### config.mk
export PLATFORM = sky130hd
export DESIGN_NAME = asl_unit
export DESIGN_NICKNAME = d
export VERILOG_FILES = /design/src/asl_pkg.sv /design/src/asl_stack.sv /design/src/asl_unit.sv
export SDC_FILE = /design/constraint.sdc
export NUM_CORES = 1
export LEC_CHECK = 0
export ABC_AREA = 0
export BUFFER_PORTS_ARGS = -buffer_cell sky130_fd_sc_hd__buf_2
export CAP_MARGIN = 10
export CELL_PAD_IN_SITES_DETAIL_PLACEMENT = 0
export CELL_PAD_IN_SITES_GLOBAL_PLACEMENT = 2
export CORE_UTILIZATION = 30
export DETAILED_ROUTE_END_ITERATION = 8
export PLACE_DENSITY = 0.69
export RECOVER_POWER = 100
export SLEW_MARGIN = 20
export SYNTH_ARGS = -nofsm -noshare
export SYNTH_HDL_FRONTEND = slang
export SYNTH_SLANG_ARGS = --single-unit
### constraint.sdc
create_clock -name clk_i -period 26.2 [get_ports clk_i]
set_input_delay 7.86 -clock clk_i [delete_from_list [all_inputs] [get_ports clk_i]]
set_output_delay 7.86 -clock clk_i [all_outputs]
set_load 0.1 [all_outputs]
### src/asl_pkg.sv
// asl_pkg: constants, opcodes and states for the accumulator/stack load unit
// assumes one clock domain; the sequencer issues one operation at a time
// Functional notes
// RQ1: 32-bit accumulator, cleared at every scan end
// RQ2: manipulation result replaces accumulator operand
// RQ3: first load writes only; later loads push
// RQ4: load after output overwrites without pushing
// RQ5: eight-deep stack; push drops deepest entry
// RQ6: pop takes top entry, shifts stack up
// RQ7: pop fills vacated deepest entry with zero
// RQ8: pointer word is hex address of operand
// RQ9: word load fills low half, zeroes upper
// RQ10: double load fills all 32 bits
// RQ11: lower address word goes to low half
// RQ12: double add sums; double output writes two words
// RQ13: output copies low 16 bits to memory
// RQ14: bit-field load gathers 1-32 bits, clears rest
// RQ15: start bit lands in accumulator bit 0
// RQ16: octal operand converted to hex, loaded
// RQ17: pointer beyond memory sets pointer-range flag
// RQ18: load sets negative flag from msb
// RQ19: load of zero sets zero-load flag
// RQ20: indexed load adds top stack entry to base
package asl_pkg;
	localparam int ACC_W     = 32;
	localparam int WORD_W    = 16;
	localparam int STACK_D   = 8;
	localparam int ADDR_W    = 16;
	localparam int DADDR_W   = 16;
	localparam int FLEN_W    = 6;
	localparam int OCT_DIGITS = 5;
	localparam logic [ACC_W-1:0]  ACC_RST = 32'h0000_0000;
	localparam logic [WORD_W-1:0] WORD_ZERO = 16'h0000;
	localparam logic [ADDR_W-1:0] ADDR_ONE = 16'h0001;
	localparam logic [DADDR_W-1:0] DADDR_ONE = 16'h0001;
	localparam logic [FLEN_W-1:0] FLEN_ONE = 6'h01;

	typedef enum logic [3:0]
	{
		ASL_OP_LOAD_WORD          = 4'h0,
		ASL_OP_LOAD_DOUBLE_WORD   = 4'h1,
		ASL_OP_LOAD_BIT_FIELD     = 4'h2,
		ASL_OP_LOAD_OCTAL_ADDRESS = 4'h3,
		ASL_OP_LOAD_INDEXED_WORD  = 4'h4,
		ASL_OP_OUT_WORD           = 4'h5,
		ASL_OP_OUT_DOUBLE_WORD    = 4'h6,
		ASL_OP_ADD_DOUBLE_WORD    = 4'h7,
		ASL_OP_POP                = 4'h8
	} asl_op_t;

	typedef enum logic [1:0]
	{
		ASL_SRC_MEM   = 2'h0,
		ASL_SRC_CONST = 2'h1,
		ASL_SRC_PTR   = 2'h2
	} asl_src_t;

	typedef enum logic [2:0]
	{
		ASL_ST_IDLE  = 3'h0,
		ASL_ST_PTR   = 3'h1,
		ASL_ST_LO    = 3'h2,
		ASL_ST_HI    = 3'h3,
		ASL_ST_BITS  = 3'h4,
		ASL_ST_WR_LO = 3'h5,
		ASL_ST_WR_HI = 3'h6,
		ASL_ST_DONE  = 3'h7
	} asl_state_t;
endpackage

### src/asl_stack.sv
// asl_stack: eight-entry push-down store for the accumulator unit
// assumes push and pop are never asserted together
`timescale 1ns/1ps
module asl_stack
	import asl_pkg::*;
#(
	parameter int DEPTH = asl_pkg::STACK_D,
	parameter int W     = asl_pkg::ACC_W
)
(
	input  wire logic         clk_i,
	input  wire logic         rst_i,
	input  wire logic         clear_i,
	input  wire logic         push_i,
	input  wire logic         pop_i,
	input  wire logic [W-1:0] push_data_i,
	output logic      [W-1:0] top_o
);
	logic [W-1:0] entry [DEPTH];

	always_ff @(posedge clk_i or posedge rst_i)
	begin
		if (rst_i)
		begin
			for (int i = 0; i < DEPTH; i++)
				entry[i] <= '0;
		end
		else if (clear_i)
		begin
			for (int i = 0; i < DEPTH; i++)
				entry[i] <= '0;
		end
		else if (push_i)
		begin
			// deepest entry falls off and is lost
			for (int i = DEPTH-1; i > 0; i--)
				entry[i] <= entry[i-1]; // RQ5
			entry[0] <= push_data_i;
		end
		else if (pop_i)
		begin
			for (int i = 0; i < DEPTH-1; i++)
				entry[i] <= entry[i+1]; // RQ6
			entry[DEPTH-1] <= '0; // RQ7
		end
	end

	// combinational top copy so the unit sees entry 0 straight from its flip-flop
	always_comb top_o = entry[0];
endmodule

### src/asl_unit.sv
// asl_unit: accumulator, stack and load/output sequencing of a scan-based controller
// assumes the sequencer holds op fields stable while start_i pulses and waits for done_o;
// word memory answers a read in the same cycle while mem_rd_o stands, discrete memory likewise
`timescale 1ns/1ps
module asl_unit
	import asl_pkg::*;
#(
	parameter int MEM_WORDS = 4096
)
(
	input  wire logic                   clk_i,
	input  wire logic                   rst_i,
	input  wire logic                   scan_end_i,
	input  wire logic                   start_i,
	input  wire asl_pkg::asl_op_t       op_i,
	input  wire asl_pkg::asl_src_t      src_i,
	input  wire logic [asl_pkg::ADDR_W-1:0]  addr_i,
	input  wire logic [asl_pkg::ACC_W-1:0]   const_i,
	input  wire logic [asl_pkg::DADDR_W-1:0] bit_addr_i,
	input  wire logic [asl_pkg::FLEN_W-1:0]  bit_count_i,
	input  wire logic [asl_pkg::WORD_W-1:0]  mem_rdata_i,
	input  wire logic                   bit_rdata_i,
	output logic                        done_o,
	output logic [asl_pkg::ACC_W-1:0]   acc_o,
	output logic [asl_pkg::ACC_W-1:0]   stack_top_o,
	output logic                        mem_rd_o,
	output logic                        mem_wr_o,
	output logic [asl_pkg::ADDR_W-1:0]  mem_addr_o,
	output logic [asl_pkg::WORD_W-1:0]  mem_wdata_o,
	output logic                        bit_rd_o,
	output logic [asl_pkg::DADDR_W-1:0] bit_addr_o,
	output logic                        pointer_range_flag_o,
	output logic                        negative_flag_o,
	output logic                        zero_load_flag_o
);
	import asl_pkg::*;

	asl_state_t             state;
	asl_op_t                op;
	logic [ACC_W-1:0]       acc;
	logic [ACC_W-1:0]       load_val;
	logic [ADDR_W-1:0]      addr;
	logic [FLEN_W-1:0]      bits_left;
	logic [FLEN_W-1:0]      bit_pos;
	logic                   loaded_since_out;
	logic                   wait_rd;
	logic                   push;
	logic                   pop;
	logic                   finish_load;
	logic [ACC_W-1:0]       stack_top;

	// octal digits packed in hex nibbles to their binary value
	function automatic logic [ACC_W-1:0] oct_to_hex(input logic [ACC_W-1:0] v);
		logic [ACC_W-1:0] r;
		r = '0;
		for (int i = OCT_DIGITS-1; i >= 0; i--)
			r = (r << 3) | ACC_W'(v[i*4 +: 3]);
		return r;
	endfunction

	function automatic logic in_range(input logic [ADDR_W-1:0] a);
		return 32'(a) < MEM_WORDS;
	endfunction

	asl_stack #(
		.DEPTH (STACK_D),
		.W     (ACC_W)
	) u_stack (
		.clk_i       (clk_i),
		.rst_i       (rst_i),
		.clear_i     (scan_end_i),
		.push_i      (push),
		.pop_i       (pop),
		.push_data_i (acc),
		.top_o       (stack_top)
	);

	// push only when a prior load in this scan was not consumed by an output
	always_comb
	begin
		push = 1'b0;
		pop  = 1'b0;
		if (start_i && state == ASL_ST_IDLE && !scan_end_i)
		begin
			if (op_i == ASL_OP_POP)
				pop = 1'b1; // RQ6
			else if (op_i <= ASL_OP_LOAD_INDEXED_WORD && loaded_since_out)
				push = 1'b1; // RQ3
		end
	end

	// sequencing of memory transactions
	always_ff @(posedge clk_i or posedge rst_i)
	begin
		if (rst_i)
		begin
			state      <= ASL_ST_IDLE;
			op         <= ASL_OP_LOAD_WORD;
			addr       <= '0;
			bits_left  <= '0;
			bit_pos    <= '0;
			wait_rd    <= 1'b0;
			mem_rd_o   <= 1'b0;
			mem_wr_o   <= 1'b0;
			mem_addr_o <= '0;
			mem_wdata_o <= '0;
			bit_rd_o   <= 1'b0;
			bit_addr_o <= '0;
			done_o     <= 1'b0;
		end
		else
		begin
			mem_rd_o <= 1'b0;
			mem_wr_o <= 1'b0;
			bit_rd_o <= 1'b0;
			done_o   <= 1'b0;
			unique case (state)
				ASL_ST_IDLE:
				begin
					wait_rd <= 1'b0;
					if (start_i && !scan_end_i)
					begin
						op <= op_i;
						unique case (op_i)
							ASL_OP_LOAD_WORD, ASL_OP_LOAD_DOUBLE_WORD, ASL_OP_ADD_DOUBLE_WORD:
							begin
								if (op_i != ASL_OP_ADD_DOUBLE_WORD && src_i == ASL_SRC_CONST)
									state <= ASL_ST_DONE;
								else
								begin
									mem_rd_o   <= 1'b1;
									mem_addr_o <= addr_i;
									state <= (src_i == ASL_SRC_PTR) ? ASL_ST_PTR : ASL_ST_LO; // RQ8
								end
							end
							ASL_OP_LOAD_INDEXED_WORD:
							begin
								mem_rd_o   <= 1'b1;
								// a push in this same edge makes the accumulator the new top entry
								mem_addr_o <= addr_i + (push ? acc[ADDR_W-1:0] : stack_top[ADDR_W-1:0]); // RQ20
								state      <= ASL_ST_LO;
							end
							ASL_OP_LOAD_BIT_FIELD:
							begin
								bits_left  <= bit_count_i;
								bit_pos    <= '0;
								bit_rd_o   <= 1'b1;
								bit_addr_o <= bit_addr_i; // RQ15
								state      <= ASL_ST_BITS;
							end
							ASL_OP_OUT_WORD, ASL_OP_OUT_DOUBLE_WORD:
							begin
								mem_wr_o    <= 1'b1;
								mem_addr_o  <= addr_i;
								mem_wdata_o <= acc[WORD_W-1:0]; // RQ13
								state <= (op_i == ASL_OP_OUT_DOUBLE_WORD) ? ASL_ST_WR_HI : ASL_ST_DONE;
							end
							default:
								state <= ASL_ST_DONE;
						endcase
					end
				end
				ASL_ST_PTR:
				begin
					// pointer word is read as a hex word address
					addr       <= mem_rdata_i; // RQ8
					mem_rd_o   <= in_range(mem_rdata_i);
					mem_addr_o <= mem_rdata_i;
					state      <= ASL_ST_LO;
				end
				ASL_ST_LO:
				begin
					if (op == ASL_OP_LOAD_WORD || op == ASL_OP_LOAD_INDEXED_WORD)
						state <= ASL_ST_DONE;
					else
					begin
						mem_rd_o   <= 1'b1;
						mem_addr_o <= mem_addr_o + ADDR_ONE; // RQ11
						state      <= ASL_ST_HI;
					end
				end
				ASL_ST_HI:
					state <= ASL_ST_DONE;
				ASL_ST_BITS:
				begin
					bit_pos <= bit_pos + FLEN_ONE;
					if (bits_left == FLEN_ONE)
						state <= ASL_ST_DONE;
					else
					begin
						bits_left  <= bits_left - FLEN_ONE;
						bit_rd_o   <= 1'b1;
						bit_addr_o <= bit_addr_o + DADDR_ONE;
					end
				end
				ASL_ST_WR_HI:
				begin
					mem_wr_o    <= 1'b1;
					mem_addr_o  <= mem_addr_o + ADDR_ONE;
					mem_wdata_o <= acc[ACC_W-1:WORD_W]; // RQ12
					state       <= ASL_ST_DONE;
				end
				ASL_ST_WR_LO:
					state <= ASL_ST_DONE;
				ASL_ST_DONE:
				begin
					done_o <= 1'b1;
					state  <= ASL_ST_IDLE;
				end
			endcase
			if (scan_end_i)
				state <= ASL_ST_IDLE;
		end
	end

	// pointer range check on the indirect word/double loads
	always_ff @(posedge clk_i or posedge rst_i)
	begin
		if (rst_i)
			pointer_range_flag_o <= 1'b0;
		else if (state == ASL_ST_PTR)
			pointer_range_flag_o <= !in_range(mem_rdata_i) ||
				(op != ASL_OP_LOAD_WORD && !in_range(mem_rdata_i + ADDR_ONE)); // RQ17
	end

	// gather load value; memory data arrives while each registered read strobe stands
	always_ff @(posedge clk_i or posedge rst_i)
	begin
		if (rst_i)
			load_val <= '0;
		else if (state == ASL_ST_IDLE && start_i)
		begin
			unique case (op_i)
				ASL_OP_LOAD_WORD:          load_val <= {WORD_ZERO, const_i[WORD_W-1:0]}; // RQ9
				ASL_OP_LOAD_DOUBLE_WORD:   load_val <= const_i; // RQ10
				ASL_OP_LOAD_OCTAL_ADDRESS: load_val <= {WORD_ZERO, oct_to_hex(const_i)[WORD_W-1:0]}; // RQ16
				default:                   load_val <= '0; // RQ14
			endcase
		end
		else if (state == ASL_ST_LO)
			load_val <= {WORD_ZERO, mem_rdata_i}; // RQ9
		else if (state == ASL_ST_HI)
			load_val[ACC_W-1:WORD_W] <= mem_rdata_i; // RQ11
		else if (state == ASL_ST_BITS)
			load_val[bit_pos[FLEN_W-2:0]] <= bit_rdata_i; // RQ14
	end

	// finishing a load commits load_val to the accumulator; an add commits acc + load_val
	assign finish_load = (state == ASL_ST_DONE) && (op <= ASL_OP_LOAD_INDEXED_WORD);

	always_ff @(posedge clk_i or posedge rst_i)
	begin
		if (rst_i)
			acc <= ACC_RST;
		else if (scan_end_i)
			acc <= ACC_RST; // RQ1
		else if (pop)
			acc <= stack_top; // RQ6
		else if (finish_load)
			acc <= (op == ASL_OP_LOAD_WORD && pointer_range_flag_o && wait_rd) ? acc : load_val; // RQ2
		else if (state == ASL_ST_DONE && op == ASL_OP_ADD_DOUBLE_WORD)
			acc <= acc + load_val; // RQ12
	end

	// load/out history for push decisions
	always_ff @(posedge clk_i or posedge rst_i)
	begin
		if (rst_i)
			loaded_since_out <= 1'b0;
		else if (scan_end_i)
			loaded_since_out <= 1'b0; // RQ1
		else if (state == ASL_ST_IDLE && start_i)
		begin
			if (op_i <= ASL_OP_LOAD_INDEXED_WORD)
				loaded_since_out <= 1'b1; // RQ3
			else if (op_i == ASL_OP_OUT_WORD || op_i == ASL_OP_OUT_DOUBLE_WORD)
				loaded_since_out <= 1'b0; // RQ4
		end
	end

	// flags follow the value written by a load
	always_ff @(posedge clk_i or posedge rst_i)
	begin
		if (rst_i)
		begin
			negative_flag_o  <= 1'b0;
			zero_load_flag_o <= 1'b0;
		end
		else if (finish_load)
		begin
			negative_flag_o  <= load_val[ACC_W-1]; // RQ18
			zero_load_flag_o <= (load_val == ACC_RST); // RQ19
		end
	end

	always_ff @(posedge clk_i or posedge rst_i)
	begin
		if (rst_i)
		begin
			acc_o       <= ACC_RST;
			stack_top_o <= ACC_RST;
		end
		else
		begin
			acc_o       <= acc;
			stack_top_o <= stack_top;
		end
	end
endmodule

* Yosys cells after proc, flatten, opt, wreduce, memory -nomap -nowiden
Index checks and enable logic that the tools add are counted.
Word-level totals: register bits 459, input bits 97, output and inout bits 119
Operators by class: add/sub/neg operators 7, order comparisons 6, equal/unequal tests 31, multiplexer cells 67, bitwise operators 4, reductions and logical operators 40
Operators with widths (count):
- $mux W256 | 3
- $mux W32 | 7
- $mux W16 | 11
- $pmux W32 S3 | 1
- $pmux W16 S2 | 2
- $pmux W16 S4 | 1
- $add A16 B1 Y16 const B | 3
- $pmux W16 S3 | 1
- $add A32 B32 Y32 | 1
- $bwmux W32 | 1
- $logic_not A32 Y1 | 1
- $lt A16 B13 Y1 const B | 2
- $mux W6 | 5
- $eq A4 B3 Y1 const B | 6
- $pmux W6 S2 | 2
- $mux W1 | 20
- $pmux W3 S6 | 1
- $add A16 B16 Y16 | 1
- $reduce_bool A4 Y1 | 4
- $mux W3 | 5
- $or A15 B3 Y15 | 1
- $eq A3 B3 Y1 const B | 4
- $or A12 B3 Y12 | 1
- $pmux W3 S4 | 1
- other kinds (38) | 70

* Logic depth before layout (Yosys ltp)
Gate-level depths: netlist of the first run.
depth after elaboration 10, gate-level depth with buffers 22

* Modules after synthesis
Synthesis of the first run repeated with hierarchy kept, for this count alone.
Second synthesis, totals: cell total of the unflattened synthesis 2606, area, all modules 25568.3 um^2
Modules (own cells, without submodules):
- asl_stack | times used 1, cells an instance 1171, area each 13188.9 um^2, sequential area each 6406.1 um^2
- asl_unit | times used 1, cells an instance 1435, area each 12379.4 um^2, sequential area each 5054.8 um^2

* Least setup slack after synthesis of the first run
Ideal clock, no wire load.
kind in2reg, from input op_i[2], to register mem_addr_o[14] (netlist name), library setup time 121 ps, arrival time 11320 ps, path slack 14759 ps, stages 18, path through clkbuf_1 > o21ai_0 > nand4_1 > clkbuf_1 > clkbuf_1 > clkbuf_1 > nand2_1 > nand2_1 > ha_1 > nor2b_1 > o21ai_0 > a21boi_1 > o221a_2 > o31a_1 > o2111a_1 > or3_1 > a31oi_1 > nor2_1
Between the ends: longest elaborated chain between the ends 10, elaborated cells between the ends (all ways) 24
Ends and longest elaborated chain:
- start: declaration | line asl_unit.sv:15 | input wire asl_pkg::asl_op_t op_i,
- $le A4 B3 Y1 | line asl_unit.sv:87 | else if (op_i <= ASL_OP_LOAD_INDEXED_WORD && loaded_since_out)
- $logic_and A1 B1 Y1 | line asl_unit.sv:87
- $mux W1 | line asl_unit.sv:87
- $mux W1 | line asl_unit.sv:85 | if (op_i == ASL_OP_POP)
- $mux W1 | line asl_unit.sv:83 | if (start_i && state == ASL_ST_IDLE && !scan_end_i)
- $mux W16 | line asl_unit.sv:140 | mem_addr_o <= addr_i + (push ? acc[ADDR_W-1:0] : stack_top[ADDR_W-1:0]);
- $add A16 B16 Y16 | line asl_unit.sv:140
- $pmux W16 S3 | line asl_unit.sv:124 | unique case (op_i)
- $mux W16 | line asl_unit.sv:121 | if (start_i && !scan_end_i)
- $pmux W16 S4 | line asl_unit.sv:117 | unique case (state)
- end signal: assignment | line asl_unit.sv:132 | mem_addr_o <= addr_i;
- end signal: assignment | line asl_unit.sv:140
- end signal: assignment | line asl_unit.sv:154 | mem_addr_o <= addr_i;
- end: declaration | line asl_unit.sv:28 | output logic [asl_pkg::ADDR_W-1:0] mem_addr_o,
Parallel ways exist; a longest one is shown, timed or not. The select of a mux whose other input is x is not followed. A chain may end at the register's enable or synchronous reset.

* Worst setup path in the final report of the first run
from input scan_end_i, to register u_stack.entry[191] (netlist name)
Between the ends: longest elaborated chain between the ends 5, elaborated cells between the ends (all ways) 7
Ends and longest elaborated chain:
- start: declaration | line asl_unit.sv:13 | input wire logic scan_end_i,
- $logic_not A1 Y1 | line asl_unit.sv:83
- $logic_and A1 B1 Y1 | line asl_unit.sv:83
- $mux W1 | line asl_unit.sv:83
- $mux W256 | line asl_stack.sv:33 | else if (push_i)
- $mux W256 | line asl_stack.sv:28 | else if (clear_i)
- end signal: indexed assignment | line asl_stack.sv:37 | entry[i] <= entry[i-1];
- end signal: indexed assignment | line asl_stack.sv:43 | entry[i] <= entry[i+1];
- end: declaration | line asl_stack.sv:19 | logic [W-1:0] entry [DEPTH];
Parallel ways exist; a longest one is shown, timed or not.

==> reports/results.env, run 1 <==
WIRE_LENGTH_OF_THE_FIRST_GLOBAL_ROUTING_PASS_UM=131000
FIN_CRIT_SH_PCT=67.1
AREA_GROWTH_PCT=14.1
FP.DIEW_UM=287
HOLD_BUFFERS=0
GP_CONGESTION=0.932
LARGEST_CELLS_BY_AREA_AFTER_SYNTHESIS='dfrtp_1 (47%), nand2_1 (10%), a311oi_1 (8.2%)'
SYNTH_TOP_AREA_SHARE_PCT=47.2
CLOCK_INSERTION_DELAY_WORST_SKEW_NS=0.64
ROUTED_WIRE_LENGTH_PER_INSTANCE_UM=21.5
CELL_TYPE_WITH_THE_LARGEST_TOTAL_AREA_AFTER_SYNTHESIS='dfrtp_1'
IO-PIN-COUNT=216
YOSYS_REGISTER_BITS=458
SYNTHESIS.NETS=2943
CELL_CHAIN_OF_THE_CRITICAL_PATH='clkbuf_1 > nor2_1 > nand4_1 > buf_12 > clkbuf_1 > clkbuf_1 > buf_16 > nor2_1 > a311oi_1'
GRT_UTIL_ALL_LAYERS_PCT=20.2
SYNTH.DISTINCT_CELLS=78
YS.WARNINGS.COUNT=0
CLOCK.FMAX_MHz=56.9
INITIAL_DETAILED_ROUTING_VIOLATION_COUNT=1792
SYNTH_CELLS=2789
CLKSINKCOUNT=458
TIGHTEST_PIN_TRANSITION_NS=5.75
SETUP.WORST_PATH.START_CLASS='input pin'
COMBINATIONAL_GROUP_SHARE_OF_TOTAL_POWER_PCT=30.6
FINAL_PERIOD_MINUS_WORST_SETUP_SLACK_NS=17.58
CRIT_BUF_INV=5
DIE_HEIGHT_UM=287
CTSROOTBUFFERMASTER='clkbuf_16'
WORST_IR_DROP_VDD_mV=0.0660
POWER.DENSITY_CELL_AREA_nW_PER_UM2=87.7
WORSTPATHARRIVAL_NS=18.09
NUM_VIAS=21700
FINALCLOCKSKEW_NS=0.0440
SEQ_POWER_SHARE_PCT=36.3
PLACEABLECOREAREA_UM2=79500
DETAIL-ROUTE-ANTENNA-NETS=0
WORST_SETUP_PATH_END_KIND='flip-flop'
HTREE_NUM_LEVELS=2
GRT_PASS1_VIAS=20800
CRIT_START='scan_end_i'
WORST-PATH-MAX-FANOUT=248
DETAIL_ROUTE.DRC_VIOLATIONS=0
POSTCTSSETUPBUFFERS=0
DESIGN_POWER_TOTAL_mW=2.43
POSTSYNTH.TOPFLOPCELL='dfrtp_1'
SLEW_HEADROOM_PCT=-285
FINAL_HOLD_VIOL_COUNT=0
FINAL-SETUP-VIOL-COUNT=0
TIMING.HOLD.WORST.START='u_stack.top_o[25]'
INTPOWER_mW=1.42
CTS_BUFFERS=54
PLACEDINSTANCEAREA_UM2=26100
CLKTRANSATPATHREGS_NS=0.06
FP-ROW-COUNT=103
CRITICAL_PATH.SLOWEST_CELL='clkbuf_1'
FAILED_CHECKS='max-capacitance violations, max-slew violations'
CP.REQUIRED_NS=26.71
FRACTION_OF_FINAL_LAYOUT_CELLS_SIZED_BEYOND_DRIVE_STRENGTH_1_PCT=8.35
CTS_MAX_PATH_BUFFERS=3
PORTBUFFERS=215
UTILIZATION_PCT=34.9
WORST-SETUP-PATH-TYPE='input pin to flip-flop'
POST_CTS.RESIZED_INSTANCES=0
VIASPERCELL=5.47
DIE_AREA_UM2=82100
CLOCK_POWER_SHARE_PCT=33.1
TIMING_MAX_TRANSITION_VIOLATIONS_FINAL=808
HOLD_PATH_CLASS='flip-flop to flip-flop'
CTS_TREE='yes'
P_SW_mW=1.01
TIMING.RR.START='state[2]'
GRT_START_MAX_NET_PINS=249
TNS_NS=0
GRT_ANTENNA_BEFORE_REPAIR=5
N_FILL_CELL=8277
STATUS='finished, violations left'
EDFF_COUNT_SYNTH=0
CRIT_PATH_FREQUENT_CELL='clkbuf_1'
DRT_FIRST_PASS_ITERS=5
FINAL_NETS=3021
FLOORPLAN.INITIALDENSITY_PCT=30.6
TOTAL_LEAKAGE_POWER_nW=12.0
DETAILEDPLACEMENTHPWL_UM=56800
SYN_AREA_UM2=24300
FINAL_AREA_UM2=27700
GRT_OVERFLOW=0
NUMBER_OF_MAX_CAP_VIOLATIONS=13
SYNTH_COMMON_CELLS='nand2_1 (665), dfrtp_1 (458), nor2_1 (344), a311oi_1 (228), clkbuf_1 (163)'
SEQ_AREA_FRAC_SYNTH_PCT=47.2
ROUTED_WIRELENGTH_UM=85100
RSZ0062_AT_GRT='false'
SWITCHING_SHARE_PCT=41.5
POSTSYNTHAREAPERCELL_UM2=8.71
CRITPATHMAXSTAGEDELAY_NS=3.20
CRIT_FAMILY='buffers and inverters'
ASYNC_RESET_FF_SHARE_PCT=100
SYNTH_MOST_COMMON_CELL='nand2_1'
through the flow:
step	setup WS (ns)	hold WS [ns]	std cells
after global placement	14.19	0.466	3859
after CTS	14.81	0.477	3959
after global routing	7.71	0.494	3961
after floorplan	5.57	0.353	2789
after detailed placement	14.17	0.467	3859
final	8.62	0.475	3962
final timing paths:
path | cells after the start | slack (ns) | end
max reg2reg | 9 | 16.84 | u_stack.entry[117]
max in group asynchronous | 3 | 11.91 | mem_rd_o
min in group asynchronous | 2 | 9.01 | stack_top_o[22]
min | 0 | 0.48 | stack_top_o[25]
max | 9 | 8.62 | u_stack.entry[191]
min reg2reg | 0 | 0.48 | stack_top_o[25]
per-layer routing:
metal | vias to the layer above | track usage, % | routed length, µm
met2 | 545 | 31.3 | 38900
met3 | 121 | 2.58 | 3750
li1 | 10200 | - | -
met5 | - | 0 | 0
met4 | 0 | 5.88 | 2190
met1 | 10800 | 29.3 | 40300
sequential cells by signal, summed over array words and instances (netlist names):
| signal | cells |
|---|---|
| acc | 32 |
| bit_pos | 5 |
| mem_rd_o | 1 |
| negative_flag_o | 1 |
| pointer_range_flag_o | 1 |
| loaded_since_out | 1 |
| bits_left | 6 |
| op | 4 |
| bit_addr_o | 16 |
| zero_load_flag_o | 1 |
| u_stack.top_o | 32 |
| stack_top_o | 32 |
| load_val | 32 |
| mem_addr_o | 16 |
| state | 3 |
| done_o | 1 |
| mem_wdata_o | 16 |
| u_stack.entry | 224 |
| bit_rd_o | 1 |
| acc_o | 32 |
| mem_wr_o | 1 |
area by class of cell:
type	instances	area, µm²	share of cell area, %
clock buffers	74	1530	5.51
inverters	25	95.1	0.343
clock inverters	26	367	1.32
well taps	1050	1310	4.74
diodes	1	2.50	0.00903
multi-input cells	2076	11800	42.4
flip-flops and latches	458	11500	41.3
repair buffers	252	1190	4.31
power groups by stage:
stage	sequential, mW	clock [mW]	combinational, mW
floorplan	1.11	0	0.331
global placement	0.891	0	0.751
detailed placement	0.893	0	0.754
CTS	0.880	0.829	0.756
global route	0.891	0.856	0.799
finish	0.882	0.806	0.742
placed cells by master, fill, tap and decap left out, drive strengths merged, types with 7 or more instances in the layout:
cell type / count
nand3: 27
dfrtp: 458
mux2i: 21
nor2: 345
nand4: 15
a21oi: 136
clkbuf: 213
and2: 11
a21o: 24
nor4: 12
o21ai: 125
o211ai: 21
a22o: 39
and3: 20
mux2: 20
bufinv: 7
ha: 55
a31oi: 34
nand2: 666
o22ai: 23
a211oi: 14
xnor2: 17
nor3: 28
a311oi: 228
buf: 113
a221oi: 13
a22oi: 52
nor2b: 11
inv: 25
xor2: 23
o31ai: 7
o21bai: 8
clkinv: 14
or3: 7
logic make-up (layout without fill, tap and decap cells):
logic type / count (synthesis) / count (layout) / share of synthesized area [%]
and+or+nand+nor: 1172 / 1172 / 19.7
AOI/OAI and AO/OA: 766 / 766 / 22.5
DFF: 458 / 458 / 47.2
buffers and inverters: 255 / 377 / 4.40
adders and majority gates: 57 / 57 / 3.00
muxes: 41 / 41 / 1.81
xor gates and xnor gates: 40 / 40 / 1.44
other: 0 / 1 / 0
Note: power is estimated with default switching activity, not from simulation.
==> run 2: changes to the inputs <==
Clock period 26.2 ns to 16.6 ns, I/O delays scaled along.
==> reports/results.env, run 2 (synthesis gave the netlist of run 1 again) <==
FINAL_HOLD_VIOL_COUNT=0
VIASPERCELL=5.47
CTS_MAX_PATH_BUFFERS=3
CLOCK_INSERTION_DELAY_WORST_SKEW_NS=0.62
PLACEABLECOREAREA_UM2=79500
NUM_VIAS=21700
CRIT_FAMILY='buffers and inverters'
DETAILEDPLACEMENTHPWL_UM=56800
FINAL_CELL_MIX='nand2_1 (665), dfrtp_1 (458), nor2_1 (344)'
CP.REQUIRED_NS=16.92
CLKSINKCOUNT=458
CRIT_PATH_FREQUENT_CELL='clkbuf_1'
FRACTION_OF_FINAL_LAYOUT_CELLS_SIZED_BEYOND_DRIVE_STRENGTH_1_PCT=8.75
DETAIL-ROUTE-ANTENNA-NETS=0
POSTCTSSETUPBUFFERS=0
POWER.DENSITY_CELL_AREA_nW_PER_UM2=137
CTS_TREE='yes'
WORST_SETUP_PATH_END_KIND='flip-flop'
GRT_PASS1_VIAS=20900
DIE_AREA_UM2=82100
LARGEST_REGISTER_FF_COUNT=224
TOP_REGISTER='u_stack.entry'
MULTI_INPUT_AREA_UM2=11800
DRT_FIRST_PASS_ITERS=5
DIODES=0
FAILED_CHECKS='max-capacitance violations, max-slew violations'
SLEW_HEADROOM_PCT=-221
AREA_GROWTH_PCT=14.1
FIN_CRIT_SH_PCT=74.1
TIGHTEST_PIN_TRANSITION_NS=4.82
TOP_USAGE_LAYER='met2'
CRITICAL_PATH.SLOWEST_CELL='clkbuf_1'
DETAIL_ROUTE.DRC_VIOLATIONS=0
GP_CONGESTION=0.858
MOST_COMMON_CELL_AFTER_LAYOUT_FILL_AND_TAPS_ASIDE='nand2_1'
FP-ROW-COUNT=103
GRT_OVERFLOW=0
INITIAL_DETAILED_ROUTING_VIOLATION_COUNT=1854
WORST-PATH-MAX-FANOUT=94
DESIGN_POWER_TOTAL_mW=3.81
GRT_START_MAX_NET_PINS=168
GRTUSAGEMET2_PCT=31.7
GRT_ANTENNA_BEFORE_REPAIR=2
SETUP.WORST_PATH.START_CLASS='input pin'
POST_CTS.RESIZED_INSTANCES=0
TOTAL_LEAKAGE_POWER_nW=12.1
HOLD_BUFFERS=0
FLOORPLAN.INITIALDENSITY_PCT=30.6
RSZ0062_AT_GRT='false'
NUMBER_OF_MAX_CAP_VIOLATIONS=9
CRITPATHMAXSTAGEDELAY_NS=3.23
CRIT_BUF_INV=3
GRT_UTIL_ALL_LAYERS_PCT=20.2
CLKTRANSATPATHREGS_NS=0.06
STATUS='finished, violations left'
PORTBUFFERS=215
CTSROOTBUFFERMASTER='clkbuf_16'
FP.DIEW_UM=287
WORST-SETUP-PATH-TYPE='input pin to flip-flop'
DIE_HEIGHT_UM=287
IO-PIN-COUNT=216
WORSTPATHARRIVAL_NS=12.62
HTREE_NUM_LEVELS=2
GLOBAL_ROUTE.USAGE.MET3_PCT=2.34
WIRE_LENGTH_OF_THE_FIRST_GLOBAL_ROUTING_PASS_UM=130000
ROUTED_WIRELENGTH_UM=84700
WORST_IR_DROP_VDD_mV=0.0893
FINALCLOCKSKEW_NS=0.0302
TNS_NS=0
CLOCK.FMAX_MHz=81.3
FINAL_NETS=3022
N_FILL_CELL=8198
FINAL_PERIOD_MINUS_WORST_SETUP_SLACK_NS=12.30
CTS_BUFFERS=55
FINAL-SETUP-VIOL-COUNT=0
SEQUENTIAL_CELL_AREA_UM2=11500
ROUTED_WIRE_LENGTH_PER_INSTANCE_UM=21.4
HOLD_PATH_CLASS='flip-flop to flip-flop'
CELL_CHAIN_OF_THE_CRITICAL_PATH='clkbuf_1 > clkbuf_1 > clkbuf_1 > a311oi_1'
GLOBAL_ROUTE.USAGE.MET1_PCT=28.8
TIMING_MAX_TRANSITION_VIOLATIONS_FINAL=500
==> run 2: cell types whose count changed in the layout (fill, tap and decap cells not counted), sizes merged <==
cell      delta
bufinv       -2
clkinv       +4
clkinvlp     -1
clkbuf       -6
buf          +7
diode        -1
==> run 2: worst reg2reg max path: stages (launching register included) <==
cell and delay [ns]:
dfrtp_1 0.57, nor3_1 0.33, nand2_1 0.19, nor2_4 0.26
and4b_1 0.40, buf_4 0.78, clkbuf_1 2.53, nor3_2 0.57
buf_4 0.56, a22o_1 0.27
==> run 2: power breakdown <==
part           internal [mW]  total, mW  switching (mW)  leakage [nW]
clock network          0.734       1.25           0.516         0.915
registers               1.23       1.39           0.162          6.27
logic                  0.265       1.17           0.905          4.87
==> run 2: cell type report <==
class,count,share of cell area [%]
Clock buffer,75,5.60
Clock inverter,27,1.11
Inverter,25,0.352
Multi-Input combinational cell,2076,42.5
Sequential cell,458,41.3
Tap cell,1050,4.74
Timing Repair Buffer,252,4.39
==> run 2: layer usage <==
layer	routed length (µm)	vias up
li1	-	10200
met1	39200	10800
met2	39300	549
met3	3840	128
met4	2450	0
met5	0	-
==> run 2: worst paths after layout <==
kind                                        start                end  slack (ns)  cells after the start
min in group asynchronous                   rst_i    stack_top_o[21]        5.41                      3
max in group asynchronous                   rst_i   u_stack.entry[4]        6.28                      4
worst max register to register           state[2]  u_stack.entry[16]       10.02                      9
worst min-delay path            u_stack.top_o[29]    stack_top_o[29]        0.48                      0
worst max-delay path                   scan_end_i  u_stack.entry[60]        4.30                      4
worst min register to register  u_stack.top_o[29]    stack_top_o[29]        0.48                      0
==> run 2: metrics by stage <==
| stage | instance area (µm²) | hold slack (ns) | setup slack, ns | cells | util [%] |
|---|---|---|---|---|---|
| 4_1_cts | 27900 | 0.477 | 7.53 | 3962 | 35.1 |
| 6_report | 27700 | 0.479 | 4.30 | 3963 | 34.9 |
| 2_1_floorplan | 24300 | 0.353 | 5.42 | 2789 | - |
| 3_3_place_gp | 26000 | 0.452 | 7.08 | 3860 | 32.8 |
| 5_1_grt | 27700 | 0.496 | 3.53 | 3963 | 34.9 |
| 3_5_place_dp | 26100 | 0.465 | 6.88 | 3860 | 32.8 |
==> run 3: changes to the inputs <==
Clock period 16.6 ns to 12 ns, I/O delays scaled along.
==> reports/results.env, run 3 (synthesis gave the netlist of run 1 again) <==
STATUS='finished, violations left'
FAILED_CHECKS='max-capacitance violations, max-slew violations'
LARGEST_REGISTER_FF_COUNT=224
CTSROOTBUFFERMASTER='clkbuf_16'
HOLD_BUFFERS=0
CLOCK.FMAX_MHz=112
CTS_MAX_PATH_BUFFERS=3
GRT_UTIL_ALL_LAYERS_PCT=20.2
RSZ0062_AT_GRT='false'
DESIGN_POWER_TOTAL_mW=5.27
DETAIL-ROUTE-ANTENNA-NETS=0
DRT_FIRST_PASS_ITERS=5
WORST_SETUP_PATH_END_KIND='flip-flop'
TIMING.HOLD.WORST.START='u_stack.top_o[27]'
TOP_REGISTER='u_stack.entry'
FLOORPLAN.INITIALDENSITY_PCT=30.6
GRT_START_MAX_NET_PINS=271
CLKTRANSATPATHREGS_NS=0.06
CRITPATHMAXSTAGEDELAY_NS=2.13
MOST_COMMON_CELL_AFTER_LAYOUT_FILL_AND_TAPS_ASIDE='nand2_1'
REG2REG_DEPTH=8
CELL_CHAIN_OF_THE_CRITICAL_PATH='clkbuf_1 > nor2_4 > nand4_1 > buf_4 > nand2_1 > nand2_1 > ha_1 > nor2b_1 > o21ai_0 > a21boi_0 > o221a_2 > o31a_1 > o2111a_1 > or3_1 > a31oi_1 > nor2_1'
CP.REQUIRED_NS=12.49
TIMING.REG2REG.SETUP_SLACK_NS=6.58
MIN_PATH_CELLS=0
POST_CTS.RESIZED_INSTANCES=0
SLEW_HEADROOM_PCT=-197
WORSTPATHARRIVAL_NS=9.38
CLOCK_INSERTION_DELAY_WORST_SKEW_NS=0.62
CRIT_PATH_FREQUENT_CELL='nand2_1'
NUMBER_OF_MAX_CAP_VIOLATIONS=6
FINAL_NETS=3020
CTS_TREE='yes'
POWER.DENSITY_CELL_AREA_nW_PER_UM2=190
VIASPERCELL=5.47
FP-ROW-COUNT=103
CRIT_BUF_INV=2
INITIAL_DETAILED_ROUTING_VIOLATION_COUNT=1780
HOLD_PATH_CLASS='flip-flop to flip-flop'
CLKSINKCOUNT=458
TIMING.RR.START='state[2]'
NUM_VIAS=21700
HTREE_NUM_LEVELS=2
TOTAL_LEAKAGE_POWER_nW=12.1
WORST-SETUP-PATH-TYPE='input pin to flip-flop'
CRITICAL_PATH.SLOWEST_CELL='clkbuf_1'
DIE_AREA_UM2=82100
POSTCTSSETUPBUFFERS=0
DIE_HEIGHT_UM=287
FINAL_PERIOD_MINUS_WORST_SETUP_SLACK_NS=8.90
GRT_PASS1_VIAS=20900
TNS_NS=0
ROUTED_WIRE_LENGTH_PER_INSTANCE_UM=21.3
SETUP.WORST_PATH.START_CLASS='input pin'
ROUTED_WIRELENGTH_UM=84500
WORST_IR_DROP_VDD_mV=0.108
GRT_OVERFLOW=0
CTS_BUFFERS=55
IO-PIN-COUNT=216
DETAILEDPLACEMENTHPWL_UM=56100
PLACEABLECOREAREA_UM2=79500
WORST-PATH-MAX-FANOUT=79
FIN_CRIT_SH_PCT=74.1
FINAL-SETUP-VIOL-COUNT=0
FINAL_HOLD_VIOL_COUNT=0
GRT_ANTENNA_BEFORE_REPAIR=2
PORTBUFFERS=215
TIMING_MAX_TRANSITION_VIOLATIONS_FINAL=504
TIGHTEST_PIN_TRANSITION_NS=4.46
FP.DIEW_UM=287
WIRE_LENGTH_OF_THE_FIRST_GLOBAL_ROUTING_PASS_UM=130000
DETAIL_ROUTE.DRC_VIOLATIONS=0
HOLD-PATH-ENDPOINT='stack_top_o[27]'
FINAL_CELL_MIX='nand2_1 (665), dfrtp_1 (458), nor2_1 (344)'
FRACTION_OF_FINAL_LAYOUT_CELLS_SIZED_BEYOND_DRIVE_STRENGTH_1_PCT=8.80
FINALCLOCKSKEW_NS=0.0313
REGTOREGENDPOINT='u_stack.entry[18]'
GP_CONGESTION=0.824
CRIT_FAMILY='buffers and inverters'
AREA_GROWTH_PCT=14.0
==> run 3: cell types whose count changed in the layout (fill, tap and decap cells not counted), sizes merged <==
cell	change
clkbuf	-3
clkinvlp	-3
buf	+2
diode	+1
==> run 3: worst max-delay path by stage <==
stage | startpoint | endpoint | slack (ns) | cells past startpoint
after floorplan | rst_i | acc[0] | 2.20 | 1
after global placement | scan_end_i | mem_addr_o[14] | 4.43 | 16
after detailed placement | scan_end_i | mem_addr_o[14] | 4.40 | 16
after CTS | scan_end_i | mem_addr_o[14] | 5.03 | 16
after global routing | scan_end_i | mem_addr_o[14] | 2.63 | 16
final | scan_end_i | mem_addr_o[14] | 3.10 | 16
==> run 3: worst reg2reg max path, stage by stage (launching register included) <==
cell and delay [ns]:
dfrtp_1 0.55, nor3_1 0.34, nand2_1 0.20, nor2_4 0.26
and4b_1 0.39, clkbuf_1 2.69, nor3_1 0.16, buf_4 0.44
a22o_1 0.27
==> run 3: area by class of cell <==
| cell class | instances | area, µm² |
|---|---|---|
| Fill cell | 8199 | 51800 |
| Multi-Input combinational cell | 2076 | 11800 |
| Sequential cell | 458 | 11500 |
| Clock buffer | 76 | 1570 |
| Tap cell | 1050 | 1310 |
| Timing Repair Buffer | 250 | 1210 |
| Clock inverter | 24 | 275 |
| Inverter | 25 | 95.1 |
| Antenna cell | 1 | 2.50 |
==> run 3: through the flow <==
step | setup WS [ns] | instance area [µm²] | utilization, % | hold slack [ns] | cells
floorplan | 2.20 | 24300 | - | 0.353 | 2789
global placement | 4.43 | 26000 | 32.8 | 0.458 | 3858
detailed placement | 4.40 | 26100 | 32.8 | 0.457 | 3858
CTS | 5.03 | 27900 | 35.1 | 0.476 | 3958
global route | 2.63 | 27700 | 34.8 | 0.493 | 3959
finish | 3.10 | 27700 | 34.8 | 0.481 | 3960
==> run 3: layer usage <==
| layer | GRT usage, % | routed length [µm] | up-vias |
|---|---|---|---|
| met3 | 2.86 | 3670 | 123 |
| li1 | - | - | 10200 |
| met4 | 6.51 | 2500 | 0 |
| met2 | 31.4 | 39000 | 558 |
| met1 | 28.7 | 39400 | 10800 |
| met5 | 0 | 0 | - |
==> run 3: power breakdown <==
part           leakage [nW]  switching [mW]  internal (mW)
Combinational          4.88            1.25          0.364
Clock                 0.921           0.709           1.02
Sequential             6.27           0.229           1.70
